**src/inc/srm_pkg.sv**
```systemverilog
package srm_pkg;

    // ****************************************************************
    // Register offsets (byte addresses, one 32-bit word each)
    // ****************************************************************
    localparam logic [7:0] OFS_AUTO_SEL = 8'h00;
    localparam logic [7:0] OFS_DIR_SEL = 8'h04;
    localparam logic [7:0] OFS_REF_CUR = 8'h08;
    localparam logic [7:0] OFS_ACC_RATIO = 8'h0c;
    localparam logic [7:0] OFS_DEC_RATIO = 8'h10;
    localparam logic [7:0] OFS_ACC_TIME = 8'h14;
    localparam logic [7:0] OFS_DEC_TIME = 8'h18;
    localparam logic [7:0] OFS_GEN_STALL = 8'h1c;
    localparam logic [7:0] OFS_USER_GRP = 8'h20;
    localparam logic [7:0] OFS_STATUS = 8'h24;
    localparam logic [7:0] OFS_TERM_BASE = 8'h30;
    localparam logic [7:0] OFS_TERM_LAST = 8'h40;

    // ****************************************************************
    // Setting codes and limits
    // ****************************************************************
    localparam logic [15:0] SENTINEL = 16'h270f;
    localparam logic [15:0] LIMIT_DEF_PCT = 16'h0096;
    localparam logic [15:0] SEL_NORMAL = 16'h0000;
    localparam logic [15:0] SEL_SHORT = 16'h0001;
    localparam logic [15:0] SEL_SHORT_BRAKE = 16'h000b;
    localparam logic [15:0] SEL_BSEQ1 = 16'h0007;
    localparam logic [15:0] SEL_BSEQ2 = 16'h0008;
    localparam logic [15:0] DIR_BOTH = 16'h0000;
    localparam logic [15:0] DIR_ACCEL = 16'h0001;
    localparam logic [15:0] DIR_DECEL = 16'h0002;
    localparam logic [15:0] REF_MAX = 16'h1388;
    localparam logic [15:0] RATIO_MAX = 16'h00c8;
    localparam logic [31:0] PCT_DIV = 32'h0000_0064;
    localparam logic [15:0] TERM_FUNC_SECOND = 16'h0003;
    localparam int TERM_N = 5;

    // ****************************************************************
    // Reset values
    // ****************************************************************
    localparam logic [15:0] RST_TIME = 16'h0032;
    localparam logic [15:0] RST_GEN_STALL = 16'h0096;
    localparam logic [15:0] RST_TERM_FUNC = 16'h0000;
    localparam logic [15:0] RST_ZERO = 16'h0000;

    // ****************************************************************
    // Status register fields
    // ****************************************************************
    localparam int ST_SHORT = 0;
    localparam int ST_BRAKE = 1;
    localparam int ST_BSEQ = 2;
    localparam int ST_SECOND = 3;
    localparam int ST_AUTO = 4;

    typedef enum logic [1:0] {
        MODE_NORMAL,
        MODE_SHORT,
        MODE_SHORT_BRAKE,
        MODE_BRAKE_SEQ
    } srm_mode_type;

endpackage

```
**src/hw/srm_sync.sv**
```systemverilog
`timescale 1ns/1ps
// Two-stage synchroniser for pins from outside the clock domain.
module srm_sync #(
    parameter int WIDTH = 1
) (
    // Clock and reset
    input wire logic clk_i,
    input wire logic rst_i,
    // Pin side and synchronised side
    input wire logic [WIDTH-1:0] async_i,
    output logic [WIDTH-1:0] sync_o
);

    logic [WIDTH-1:0] meta_q;

    // The first stage feeds only the second stage.
    always_ff @(posedge clk_i)
    begin
        if (rst_i)
        begin
            meta_q <= '0;
            sync_o <= '0;
        end
        else
        begin
            meta_q <= async_i;
            sync_o <= meta_q;
        end
    end

endmodule

```
**src/hw/srm_ramp_ctrl.sv**
```systemverilog
// Design decisions made here: the Wishbone register port and the address map.
`timescale 1ns/1ps
// How it works
// - Decode mode: 0 normal, 1/11 shortest, 7/8 sequence.
// - Direction: 0 both, 1 accel, 2 decel.
// - Reference current; 9999 means rated current.
// - Accel/decel ratios 0-200%; 9999 means 150%.
// - Ramp limit equals ratio times reference current.
// - General stall level except during auto-rate ramps.
// - Auto rate at ramp start; times untouched.
// - Second function while stopped forces normal ramping.
// - Second function ignored while running auto mode.
// - Mode change restores reference and ratios to 9999.
// - Writes accepted only when user group is 0, bar the group itself.
// - Second function comes from terminal coded 3.
module srm_ramp_ctrl #(
    parameter logic [15:0] RATED_CURRENT = 16'h0032
) (
    // Clock and reset
    input wire logic clk_i,
    input wire logic rst_i,
    // Wishbone slave
    input wire logic cyc_i,
    input wire logic stb_i,
    input wire logic we_i,
    input wire logic [7:0] adr_i,
    input wire logic [3:0] sel_i,
    input wire logic [31:0] dat_i,
    output logic [31:0] dat_o,
    output logic ack_o,
    // Input terminals (pins)
    input wire logic [srm_pkg::TERM_N-1:0] term_i,
    // Ramp generator state
    input wire logic run_i,
    input wire logic accel_i,
    input wire logic decel_i,
    // Ramp control results
    output logic [15:0] stall_level_o,
    output logic auto_rate_o,
    output logic [15:0] accel_time_o,
    output logic [15:0] decel_time_o,
    output logic shortest_o,
    output logic brake_o,
    output logic brake_seq_o,
    output logic second_func_o
);

    // ****************************************************************
    // Declarations
    // ****************************************************************
    logic ack_q;
    logic [31:0] rdat_q;
    logic [15:0] auto_sel_q;
    logic [15:0] dir_sel_q;
    logic [15:0] ref_cur_q;
    logic [15:0] acc_ratio_q;
    logic [15:0] dec_ratio_q;
    logic [15:0] acc_time_q;
    logic [15:0] dec_time_q;
    logic [15:0] gen_stall_q;
    logic [15:0] user_grp_q;
    logic [15:0] term_func_q [srm_pkg::TERM_N];
    logic [srm_pkg::TERM_N-1:0] term_sync;
    logic second_q;
    logic auto_q;
    logic [15:0] stall_q;
    logic accel_q;
    logic decel_q;
    logic req;
    logic wr;
    logic wr_ok;
    logic [15:0] wdat;
    logic sel_chg;
    logic sf_act;
    srm_pkg::srm_mode_type mode;
    logic mode_short;
    logic eff_short;
    logic dir_acc_ok;
    logic dir_dec_ok;
    logic ramp_start;
    logic [15:0] ref_eff;
    logic [15:0] acc_eff;
    logic [15:0] dec_eff;
    logic [15:0] ratio_sel;
    logic [15:0] base_sel;
    logic [31:0] prod;
    logic [15:0] level_d;
    logic [31:0] status;
    logic term_hit;
    logic [2:0] term_idx;

    // ****************************************************************
    // Bus decode
    // ****************************************************************
    assign req = cyc_i && stb_i && !ack_q;
    assign wr = req && we_i && (sel_i[1:0] == 2'b11);
    assign wdat = dat_i[15:0];
    // The group lock itself stays writable, else it could never open.
    assign wr_ok = wr && ((user_grp_q == srm_pkg::RST_ZERO)
                   || (adr_i == srm_pkg::OFS_USER_GRP));
    assign sel_chg = wr_ok && (adr_i == srm_pkg::OFS_AUTO_SEL)
                     && (wdat != auto_sel_q)
                     && ((wdat == srm_pkg::SEL_NORMAL)
                     || (wdat == srm_pkg::SEL_SHORT)
                     || (wdat == srm_pkg::SEL_SHORT_BRAKE)
                     || (wdat == srm_pkg::SEL_BSEQ1)
                     || (wdat == srm_pkg::SEL_BSEQ2));
    assign term_hit = (adr_i >= srm_pkg::OFS_TERM_BASE)
                      && (adr_i <= srm_pkg::OFS_TERM_LAST)
                      && (adr_i[1:0] == 2'b00);
    assign term_idx = 3'(adr_i[7:2] - srm_pkg::OFS_TERM_BASE[7:2]);
    assign ack_o = ack_q;
    assign dat_o = rdat_q;

    always_ff @(posedge clk_i)
    begin
        if (rst_i)
            ack_q <= 1'b0;
        else
            ack_q <= req;
    end

    // ****************************************************************
    // Setting registers
    // ****************************************************************
    always_ff @(posedge clk_i)
    begin
        if (rst_i)
        begin
            auto_sel_q <= srm_pkg::SEL_NORMAL;
            dir_sel_q <= srm_pkg::DIR_BOTH;
            ref_cur_q <= srm_pkg::SENTINEL;
            acc_ratio_q <= srm_pkg::SENTINEL;
            dec_ratio_q <= srm_pkg::SENTINEL;
            acc_time_q <= srm_pkg::RST_TIME;
            dec_time_q <= srm_pkg::RST_TIME;
            gen_stall_q <= srm_pkg::RST_GEN_STALL;
            user_grp_q <= srm_pkg::RST_ZERO;
        end
        else if (sel_chg)
        begin
            // Changing mode throws away the tuning values.
            auto_sel_q <= wdat;
            ref_cur_q <= srm_pkg::SENTINEL;
            acc_ratio_q <= srm_pkg::SENTINEL;
            dec_ratio_q <= srm_pkg::SENTINEL;
        end
        else if (wr_ok)
        begin
            unique case (adr_i)
                srm_pkg::OFS_DIR_SEL:
                    if (wdat <= srm_pkg::DIR_DECEL)
                        dir_sel_q <= wdat;
                srm_pkg::OFS_REF_CUR:
                    if (wdat <= srm_pkg::REF_MAX
                        || wdat == srm_pkg::SENTINEL)
                        ref_cur_q <= wdat;
                srm_pkg::OFS_ACC_RATIO:
                    if (wdat <= srm_pkg::RATIO_MAX
                        || wdat == srm_pkg::SENTINEL)
                        acc_ratio_q <= wdat;
                srm_pkg::OFS_DEC_RATIO:
                    if (wdat <= srm_pkg::RATIO_MAX
                        || wdat == srm_pkg::SENTINEL)
                        dec_ratio_q <= wdat;
                srm_pkg::OFS_ACC_TIME:
                    acc_time_q <= wdat;
                srm_pkg::OFS_DEC_TIME:
                    dec_time_q <= wdat;
                srm_pkg::OFS_GEN_STALL:
                    if (wdat <= srm_pkg::RATIO_MAX)
                        gen_stall_q <= wdat;
                srm_pkg::OFS_USER_GRP:
                    user_grp_q <= wdat;
                default:
                begin
                end
            endcase
        end
    end

    // Terminal function codes, one word per terminal.
    always_ff @(posedge clk_i)
    begin
        if (rst_i)
        begin
            for (int i = 0; i < srm_pkg::TERM_N; i++)
                term_func_q[i] <= srm_pkg::RST_TERM_FUNC;
        end
        else if (wr_ok && term_hit)
            term_func_q[term_idx] <= wdat;
    end

    // ****************************************************************
    // Read-back
    // ****************************************************************
    always_ff @(posedge clk_i)
    begin
        if (rst_i)
            rdat_q <= '0;
        else if (req && !we_i)
        begin
            rdat_q <= '0;
            unique case (adr_i)
                srm_pkg::OFS_AUTO_SEL: rdat_q[15:0] <= auto_sel_q;
                srm_pkg::OFS_DIR_SEL: rdat_q[15:0] <= dir_sel_q;
                srm_pkg::OFS_REF_CUR: rdat_q[15:0] <= ref_cur_q;
                srm_pkg::OFS_ACC_RATIO: rdat_q[15:0] <= acc_ratio_q;
                srm_pkg::OFS_DEC_RATIO: rdat_q[15:0] <= dec_ratio_q;
                srm_pkg::OFS_ACC_TIME: rdat_q[15:0] <= acc_time_q;
                srm_pkg::OFS_DEC_TIME: rdat_q[15:0] <= dec_time_q;
                srm_pkg::OFS_GEN_STALL: rdat_q[15:0] <= gen_stall_q;
                srm_pkg::OFS_USER_GRP: rdat_q[15:0] <= user_grp_q;
                srm_pkg::OFS_STATUS: rdat_q <= status;
                default:
                    if (term_hit)
                        rdat_q[15:0] <= term_func_q[term_idx];
            endcase
        end
    end

    // ****************************************************************
    // Second function input
    // ****************************************************************
    srm_sync #(
        .WIDTH(srm_pkg::TERM_N)
    ) u_term_sync (
        .clk_i(clk_i),
        .rst_i(rst_i),
        .async_i(term_i),
        .sync_o(term_sync)
    );

    always_comb
    begin
        sf_act = 1'b0;
        for (int i = 0; i < srm_pkg::TERM_N; i++)
            if (term_func_q[i] == srm_pkg::TERM_FUNC_SECOND)
                sf_act = sf_act | term_sync[i];
    end

    // The input is only looked at while stopped, so a change during
    // a run cannot swap the limits in the middle of a ramp.
    always_ff @(posedge clk_i)
    begin
        if (rst_i)
            second_q <= 1'b0;
        else if (!run_i)
            second_q <= sf_act;
    end

    // ****************************************************************
    // Mode decode
    // ****************************************************************
    always_comb
    begin
        unique case (auto_sel_q)
            srm_pkg::SEL_SHORT: mode = srm_pkg::MODE_SHORT;
            srm_pkg::SEL_SHORT_BRAKE: mode = srm_pkg::MODE_SHORT_BRAKE;
            srm_pkg::SEL_BSEQ1, srm_pkg::SEL_BSEQ2:
                mode = srm_pkg::MODE_BRAKE_SEQ;
            default: mode = srm_pkg::MODE_NORMAL;
        endcase
    end

    assign mode_short = (mode == srm_pkg::MODE_SHORT)
                        || (mode == srm_pkg::MODE_SHORT_BRAKE);
    assign eff_short = mode_short && !second_q;
    assign dir_acc_ok = (dir_sel_q != srm_pkg::DIR_DECEL);
    assign dir_dec_ok = (dir_sel_q != srm_pkg::DIR_ACCEL);
    assign ramp_start = (accel_i && !accel_q) || (decel_i && !decel_q);

    // ****************************************************************
    // Automatic rate adjust
    // ****************************************************************
    always_ff @(posedge clk_i)
    begin
        if (rst_i)
        begin
            accel_q <= 1'b0;
            decel_q <= 1'b0;
        end
        else
        begin
            accel_q <= accel_i;
            decel_q <= decel_i;
        end
    end

    // The decision is made once per ramp and held to its end.
    always_ff @(posedge clk_i)
    begin
        if (rst_i)
            auto_q <= 1'b0;
        else if (!eff_short)
            auto_q <= 1'b0;
        else if (ramp_start)
            auto_q <= (accel_i && dir_acc_ok)
                      || (decel_i && dir_dec_ok);
        else if (!accel_i && !decel_i)
            auto_q <= 1'b0;
    end

    // ****************************************************************
    // Stall prevention level
    // ****************************************************************
    assign ref_eff = (ref_cur_q == srm_pkg::SENTINEL)
                     ? RATED_CURRENT : ref_cur_q;
    assign acc_eff = (acc_ratio_q == srm_pkg::SENTINEL)
                     ? srm_pkg::LIMIT_DEF_PCT : acc_ratio_q;
    assign dec_eff = (dec_ratio_q == srm_pkg::SENTINEL)
                     ? srm_pkg::LIMIT_DEF_PCT : dec_ratio_q;

    // One shared multiplier; the ramp limit and the general level
    // never apply at the same time.
    always_comb
    begin
        ratio_sel = gen_stall_q;
        base_sel = RATED_CURRENT;
        if (auto_q && accel_i)
        begin
            ratio_sel = acc_eff;
            base_sel = ref_eff;
        end
        else if (auto_q && decel_i)
        begin
            ratio_sel = dec_eff;
            base_sel = ref_eff;
        end
    end

    assign prod = 32'(ratio_sel) * 32'(base_sel);
    assign level_d = 16'(prod / srm_pkg::PCT_DIV);

    always_ff @(posedge clk_i)
    begin
        if (rst_i)
            stall_q <= srm_pkg::RST_ZERO;
        else
            stall_q <= level_d;
    end

    // ****************************************************************
    // Outputs and status
    // ****************************************************************
    assign stall_level_o = stall_q;
    assign auto_rate_o = auto_q;
    assign accel_time_o = acc_time_q;
    assign decel_time_o = dec_time_q;
    assign shortest_o = eff_short;
    assign brake_o = eff_short && (mode == srm_pkg::MODE_SHORT_BRAKE);
    assign brake_seq_o = (mode == srm_pkg::MODE_BRAKE_SEQ);
    assign second_func_o = second_q;

    always_comb
    begin
        status = '0;
        status[srm_pkg::ST_SHORT] = eff_short;
        status[srm_pkg::ST_BRAKE] = brake_o;
        status[srm_pkg::ST_BSEQ] = brake_seq_o;
        status[srm_pkg::ST_SECOND] = second_q;
        status[srm_pkg::ST_AUTO] = auto_q;
    end

    // ****************************************************************
    // Assertions
    // ****************************************************************
    a_restore_refs: assert property (@(posedge clk_i) disable iff (rst_i)
        sel_chg |=> (ref_cur_q == srm_pkg::SENTINEL)
        && (acc_ratio_q == srm_pkg::SENTINEL)
        && (dec_ratio_q == srm_pkg::SENTINEL))
        else $error("Mode change did not restore tuning values.");

    a_lock_writes: assert property (@(posedge clk_i) disable iff (rst_i)
        (user_grp_q != srm_pkg::RST_ZERO) |=> $stable(ref_cur_q)
        && $stable(auto_sel_q) && $stable(acc_time_q))
        else $error("Setting changed while writes were locked.");

    a_second_stop: assert property (@(posedge clk_i) disable iff (rst_i)
        (!run_i && mode_short) ##1 (!run_i && sf_act)
        |=> !shortest_o && !auto_rate_o)
        else $error("Second function while stopped kept auto mode.");

    a_second_hold: assert property (@(posedge clk_i) disable iff (rst_i)
        (run_i && !second_q) |=> !second_q)
        else $error("Second function taken during a run.");

    a_auto_start: assert property (@(posedge clk_i) disable iff (rst_i)
        (eff_short && accel_i && !accel_q && dir_acc_ok)
        |=> auto_rate_o || !eff_short)
        else $error("Shortest ramp started without auto rate.");

    a_dir_block: assert property (@(posedge clk_i) disable iff (rst_i)
        (auto_rate_o && accel_i && !decel_i)
        |-> (dir_sel_q != srm_pkg::DIR_DECEL))
        else $error("Auto rate on an excluded direction.");

    a_normal_ramp: assert property (@(posedge clk_i) disable iff (rst_i)
        (mode == srm_pkg::MODE_NORMAL) |=> !auto_rate_o)
        else $error("Auto rate active in normal mode.");

    a_ramp_level: assert property (@(posedge clk_i) disable iff (rst_i)
        (auto_rate_o && accel_i) |=> stall_level_o ==
        16'((32'($past(acc_eff)) * 32'($past(ref_eff))) / srm_pkg::PCT_DIV))
        else $error("Ramp stall level is not ratio times reference.");

    a_const_level: assert property (@(posedge clk_i) disable iff (rst_i)
        (run_i && !accel_i && !decel_i) |=> stall_level_o ==
        16'((32'($past(gen_stall_q)) * 32'(RATED_CURRENT))
        / srm_pkg::PCT_DIV))
        else $error("Constant speed did not use the general level.");

    a_ack_pulse: assert property (@(posedge clk_i) disable iff (rst_i)
        (cyc_i && stb_i && !ack_o) |=> ack_o ##1 !ack_o)
        else $error("Bus acknowledge not a single cycle.");

endmodule

```
**config.mk**
```make
export PLATFORM = sky130hd
export DESIGN_NAME = srm_ramp_ctrl
export DESIGN_NICKNAME = d
export VERILOG_FILES = /design/src/inc/srm_pkg.sv /design/src/hw/srm_sync.sv /design/src/hw/srm_ramp_ctrl.sv
export SDC_FILE = /design/constraint.sdc
export NUM_CORES = 1
export LEC_CHECK = 0
export BUFFER_PORTS_ARGS = -buffer_cell sky130_fd_sc_hd__buf_2
export CORE_UTILIZATION = 50
export CTS_BUF_LIST = sky130_fd_sc_hd__clkbuf_16
export CTS_CLUSTER_SIZE = 24
export DETAILED_ROUTE_END_ITERATION = 16
export GPL_TIMING_DRIVEN = 0
export PLACE_DENSITY = 0.67
export SLEW_MARGIN = 20
export SYNTH_ARGS = -nofsm -noshare
export SYNTH_HDL_FRONTEND = slang
export SYNTH_SLANG_ARGS = --single-unit
```
**constraint.sdc**
```tcl
create_clock -name clk_i -period 58.2 [get_ports clk_i]
set_clock_uncertainty 0.05 [all_clocks]
set_input_delay 2.91 -clock clk_i [delete_from_list [all_inputs] [get_ports clk_i]]
set_output_delay 2.91 -clock clk_i [all_outputs]
set_load 0.01 [all_outputs]
```
==> flow_summary.yaml, run 1 <==
run_status:
  status: "complete, no violations"
yosys:
  yosysMostFrequentCell: "nor2_1"
  synth-edff-count: 128
  synth.largest_area_cell: "fa_1"
  ys.flop_type: "dfxtp_1"
  syn_area_per_cell_um2: 8.95
  ys_seq_area_share_pct: 26.6
  async_flop_share_pct: 0
  ys_types: 129
  yosys.area.top_type_share_pct: 13.5
  ys_ff_latch: 319
  ys_top_cells_by_count: "nor2_1 (390), nand2_1 (277), inv_1 (219)"
  synth_cells: 3223
  yosys_warnings: 0
  synthTopCellsByArea: "fa_1 (13%), edfxtp_1 (13%), dfxtp_1 (13%), nor2_1 (5.1%), ha_1 (4.6%)"
  syn_area_um2: 28900
power:
  power.leakage_nw: 13.2
  fin_total_pwr_mw: 0.497
  irDropWorstVdd_v: 0.0000239
  p_int_mw: 0.379
  pwr-share-comb_pct: 6.2
  power_frac_clock_pct: 45.2
  power_frac_seq_pct: 48.6
  netSwitchingPower_mw: 0.118
  p_sw_share_pct: 23.8
  cellPowerDensity_nw_per_um2: 15.6
drt:
  ant_nets: 0
  vias: 25959
  drtIter0Drc: 2409
  wl_per_cell_um: 21.8
  first_pass_iters: 8
  route.detailed.drc: 0
  drt_wl_total_um: 92000
  viasPerCell: 6.15
sta:
  fin_tns_setup_ns: 0
  finalMaxSlewViolations: 0
  relSlewSlack_pct: 28.5
  rsz0062_at_grt: "no"
  post-route-worst-setup-slack_ns: 30.62
  fmax_mhz: 36.3
  worst_slew_pin_slew_ns: 1.07
  period_share_pct: 47.4
  setup_viol: 0
  final_hold_viol_count: 0
  fin_crit_ns: 27.58
placed_design:
  dp_slack_ns: 30.29
  placement.io_buffers: 106
  dp_hpwl_um: 73500
  place_congestion: 0.976
  placed_cells_incl_taps: 4154
global_route:
  grt_antenna_before_repair: 1
  grt_use_total_pct: 30.9
  grt-ovfl-total: 0
  grt_pass1_wl_um: 143000
  grt_pass1_vias: 25425
  grt_max_degree: 17
floorplan:
  die_w_um: 242
  die_h_um: 242
  num_rows: 87
  start_util_pct: 50.9
  io_pins: 143
  coreArea_um2: 56700
  dieArea_um2: 58700
setup_path:
  rrSetupSlack_ns: 32.50
  cp_slowest_stage_delay_ns: 0.57
  worstSetupStartpointType: "input port"
  critPathSlowestCell: "a31oi_1"
  cp.required_ns: 58.63
  worstPathArrival_ns: 28.01
  reg2reg_depth: 86
  startpoint: "accel_i"
  r2r_start: "auto_rate_o"
  end_kind: "flop"
  r2r_end: "stall_level_o[0]"
  critPathMaxFanout: 10
  path_class: "in -> reg"
  cp-endpoint: "stall_level_o[0]"
clocking:
  htree_num_levels: 2
  post-cts-setup-buffer-count: 0
  cts_tree: "yes"
  clockBufferDepth: 3
  cts.sinks: 319
  worstSkewPairLatency_ns: 0.55
  cts.clk_slew.worst_paths_ns: 0.06
  cts_root_buffer: "clkbuf_16"
  cts_hold_buffers: 0
  cts_made_buffers: 36
  ctsResizeCount: 0
cells_and_area:
  area_delta_synth_final_pct: 10.1
  final_nets: 3793
  drive_gt1_share_pct: 10.3
  fin_cells: 4219
job:
  maxCapViolCount: 0
worst_hold_path:
  hold_class: "reg -> reg"
## power groups by stage
| stage | clock, mW | combinational [mW] | sequential [mW] |
|---|---|---|---|
| floorplan | 0 | 0.0161 | 0.245 |
| global placement | 0 | 0.0293 | 0.246 |
| detailed placement | 0 | 0.0298 | 0.246 |
| CTS | 0.226 | 0.0298 | 0.241 |
| global route | 0.236 | 0.0318 | 0.242 |
| finish | 0.225 | 0.0307 | 0.241 |
## kinds of logic (layout without fill, tap and decap cells)
logic type | after synthesis | count (layout) | synth area share [%]
AOI/OAI and AO/OA | 689 | 689 | 18.3
other | 1 | 65 | 0.0130
buffers and inverters | 422 | 598 | 6.01
DFF | 319 | 319 | 26.6
adders and majority gates | 306 | 306 | 18.3
and+or+nand+nor | 1238 | 1238 | 21.0
muxes | 145 | 145 | 6.50
xor gates and xnor gates | 103 | 103 | 3.34
## registers in the layout, indices dropped and copies added, names as in the netlist
signal,cells
term_func_q,128
acc_ratio_q,16
accel_time_o,16
auto_sel_q,16
dat_o,16
dec_ratio_q,16
decel_time_o,16
dir_sel_q,16
gen_stall_q,16
ref_cur_q,16
stall_level_o,16
user_grp_q,16
u_term_sync.meta_q,5
u_term_sync.sync_o,5
accel_q,1
ack_o,1
auto_rate_o,1
decel_q,1
second_func_o,1
## placed cells by master, fill, tap and decap left out, types with 64 or more instances in the layout
cell type,n
inv_1,224
nor3_1,81
xnor2_1,72
clkbuf_1,143
fa_1,194
edfxtp_1,128
mux2i_1,102
a21oi_1,107
conb_1,64
nand3_1,68
a22oi_1,65
nor2_1,390
dfxtp_1,191
and2_1,149
ha_1,106
o21ai_0,69
nand2_1,277
buf_2,135
## critical path: cells and delay by family
family | cells | cell delay [ns]
AOI/OAI and AO/OA | 30 | 8.58
and+or+nand+nor | 26 | 7.37
adders and majority gates | 7 | 3.39
buffers and inverters | 17 | 3.36
muxes | 4 | 1.56
xor gates and xnor gates | 2 | 0.77
## layer usage
layer,part of all wire (%),track usage (%)
met2,47,51.3
met5,0,0
met3,7.3,3.92
met4,5.0,14.8
met1,41,39.8
## stage by stage
| step | hold WS, ns | util [%] | cell area (um^2) |
|---|---|---|---|
| 2_1_floorplan | 0.364 | - | 29100 |
| 5_1_grt | 0.409 | 56.0 | 31800 |
| 6_report | 0.386 | 56.0 | 31800 |
| 4_1_cts | 0.389 | 56.0 | 31800 |
| 3_3_place_gp | 0.368 | 53.9 | 30600 |
| 3_5_place_dp | 0.381 | 54.0 | 30600 |
## how the worst min path moves through the flow
stage	startpoint	endpoint	slack, ns	depth (start not counted)
3_3_place_gp	u_term_sync.meta_q[0]	u_term_sync.sync_o[0]	0.37	1
2_1_floorplan	u_term_sync.meta_q[0]	u_term_sync.sync_o[0]	0.36	1
6_report	u_term_sync.meta_q[1]	u_term_sync.sync_o[1]	0.39	1
3_5_place_dp	u_term_sync.meta_q[1]	u_term_sync.sync_o[1]	0.38	1
4_1_cts	u_term_sync.meta_q[0]	u_term_sync.sync_o[0]	0.39	1
5_1_grt	u_term_sync.meta_q[1]	u_term_sync.sync_o[1]	0.41	1
## layout make-up
cell class,instances,area [um^2]
clock buffer,36,901
multi-input combinational,2545,19700
fill,5185,24900
inverter,219,822
timing repair buffer,112,566
buffer,203,913
clock inverter,28,244
sequential,319,7670
tap,756,946
antenna,1,2.50
No activity file was read; power rests on OpenSTA's default activity.
==> run 2: changes to the inputs <==
--- a/config.mk
+++ b/config.mk
@@ -11,7 +11,7 @@
 export CTS_CLUSTER_SIZE = 24
 export DETAILED_ROUTE_END_ITERATION = 16
 export GPL_TIMING_DRIVEN = 0
-export PLACE_DENSITY = 0.67
+export PLACE_DENSITY = 0.7
 export SLEW_MARGIN = 20
 export SYNTH_ARGS = -nofsm -noshare
 export SYNTH_HDL_FRONTEND = slang
==> constraint.sdc (replaced) <==
create_clock -name clk_i -period 24.3 [get_ports clk_i]
set_clock_uncertainty 0.05 [all_clocks]
set_input_delay 1.215 -clock clk_i [delete_from_list [all_inputs] [get_ports clk_i]]
set_output_delay 1.215 -clock clk_i [all_outputs]
set_load 0.01 [all_outputs]
==> run 2 against run 1 <==
  * Clock power rose by 120%
  * Largest cell class unchanged
  * Total power rose by 130%
  * Highest routed layer is now met5
  * Hold slack improved by 0.0015 ns
  * Largest power group unchanged
  * Sequential share of layout area fell by 0.75 points
  * Clock-buffer cell count fell by 2
  * Critical path type unchanged
  * Cell area rose by 3.2%
  * Non-clock buffer count rose by 40
==> flow_summary.yaml, run 2 (same netlist as run 1, synthesis figures left out) <==
run_status:
  status: "complete, no violations"
worst_hold_path:
  hold_class: "reg -> reg"
sta:
  hold_ws_ns: 0.387
  period_share_pct: 96.6
  setup_viol: 0
  finalMaxSlewViolations: 0
  worst_slew_pin_slew_ns: 1.11
  final_hold_viol_count: 0
  fmax_mhz: 42.6
  post-route-worst-setup-slack_ns: 0.837
  relSlewSlack_pct: 25.7
  fin_crit_ns: 23.46
placed_design:
  place_congestion: 0.969
  placement.io_buffers: 106
  dp_hpwl_um: 69100
  dp_slack_ns: -2.04
global_route:
  grtUsageMet2_pct: 47.0
  grt_use_total_pct: 30.1
  grt_pass1_vias: 24881
  grt_max_degree: 17
  grt_use_met1_pct: 40.9
  grt_antenna_before_repair: 3
  grt_pass1_wl_um: 140000
  met3_usage_pct: 4.29
  grt-ovfl-total: 0
  busiest_layer: "met2"
setup_path:
  worstPathArrival_ns: 23.87
  cp_slowest_stage_delay_ns: 0.56
  crit_family: "compound AO/OA/AOI/OAI gates"
  path_class: "in -> reg"
  end_kind: "flop"
  critPathSlowestCell: "fa_1"
  crit_top_cell: "buf_4"
  cp.required_ns: 24.70
  worstSetupStartpointType: "input port"
  critPathMaxFanout: 10
  crit_buf_inv: 23
power:
  fin_total_pwr_mw: 1.16
  cellPowerDensity_nw_per_um2: 35.2
  irDropWorstVdd_v: 0.0000524
  p_int_mw: 0.864
  power_frac_seq_pct: 50.0
  power_frac_clock_pct: 43.6
  pwr-share-comb_pct: 6.4
  netSwitchingPower_mw: 0.292
  p_sw_share_pct: 25.2
  power.leakage_nw: 13.6
cells_and_area:
  drive_gt1_share_pct: 14.8
  final_common_cell: "nor2_1"
  most-common-layout-cells: "nor2_1 (387), nand2_1 (271), inv_1 (226), fa_1 (194), dfxtp_1 (191)"
  largest_reg_flops: 128
  regMostFlops: "term_func_q"
  fill_cells: 5128
  final_nets: 3831
  area_delta_synth_final_pct: 13.7
clocking:
  clockBufferDepth: 3
  cts_root_buffer: "clkbuf_16"
  htree_num_levels: 2
  cts_tree: "yes"
  cts_hold_buffers: 0
  cts.sinks: 319
  cts_made_buffers: 34
  cts.clk_slew.worst_paths_ns: 0.06
  worstSkewPairLatency_ns: 0.57
drt:
  vias: 26365
  ant_nets: 0
  wl_per_cell_um: 21.4
  viasPerCell: 6.19
  route.detailed.drc: 0
  drt_wl_total_um: 91300
  drtIter0Drc: 2615
  first_pass_iters: 8
floorplan:
  start_util_pct: 50.9
  die_w_um: 242
  num_rows: 87
  coreArea_um2: 56700
  io_pins: 143
  dieArea_um2: 58700
  die_h_um: 242
job:
  maxCapViolCount: 0
-- run 2: cell count changes in the layout (fill, tap and decap cells not counted), moves of 6 or more --
cell	previous run	this run
buf_4	28	68
clkbuf_1	143	112
clkbuf_2	0	23
a21oi_1	107	97
a21oi_2	5	12
clkinv_1	10	3
a22oi_1	65	59
a22oi_2	1	7
a31oi_1	30	24
nand2_1	277	271
nand2_2	0	6
-- run 2: area by class of cell --
type,instances,area (um^2),area share (%)
multi-input cells,2545,20400,62.4
plain buffers,200,957,2.92
clock buffers,34,851,2.59
repair buffers,155,896,2.73
inverters,219,822,2.51
clock inverters,28,200,0.611
flip-flops and latches,319,7670,23.4
diodes,2,5.00,0.0153
well taps,756,946,2.88
-- run 2: worst paths after layout --
check,startpoint,slack (ns),to,cells after the start
worst max-delay path,decel_i,0.84,stall_level_o[0],94
worst min-delay path,u_term_sync.meta_q[2],0.39,u_term_sync.sync_o[2],1
worst max register to register,dec_ratio_q[13],0.85,stall_level_o[0],88
worst min register to register,u_term_sync.meta_q[2],0.39,u_term_sync.sync_o[2],1
-- run 2: metrics by stage --
step	area (um^2)	utilization (%)	instances	TNS (ns)
after detailed placement	30600	54.0	4154	-5.91
after CTS	31800	56.1	4225	0
after floorplan	29100	-	3286	0
after global placement	30600	53.9	4148	-5.71
final	32800	57.8	4258	0
after global routing	32800	57.8	4256	-0.219
-- run 2: repair_timing --
action / 4_1_cts / 5_1_grt
gates resized for setup: 27 / 171
setup endpoints to repair: 4 / 4
buffers inserted: 9 / 34
pin swaps: 5 / 37
-- run 2: worst register-to-register path, delay by kind of cell, from the launching register on --
kind	cells	cell delay [ns]
DFF	1	0.45
muxes	4	1.20
xor gates and xnor gates	2	0.47
adders and majority gates	8	3.81
and+or+nand+nor	22	5.31
AOI/OAI and AO/OA	37	9.12
buffers and inverters	15	2.94
-- run 2: routing by layer --
| layer | up-vias | wire (um) |
|---|---|---|
| met3 | 277 | 7840 |
| met2 | 1381 | 40900 |
| met4 | 4 | 4790 |
| li1 | 11962 | - |
| met5 | - | 26 |
| met1 | 12741 | 37700 |
-- run 2: power by group through the flow --
| stage | combinational, mW | sequential [mW] | clock [mW] |
|---|---|---|---|
| 2_1_floorplan | 0.0385 | 0.587 | 0 |
| 3_3_place_gp | 0.0696 | 0.589 | 0 |
| 3_5_place_dp | 0.0703 | 0.589 | 0 |
| 4_1_cts | 0.0706 | 0.577 | 0.505 |
| 5_1_grt | 0.0759 | 0.579 | 0.524 |
| 6_report | 0.0736 | 0.578 | 0.504 |
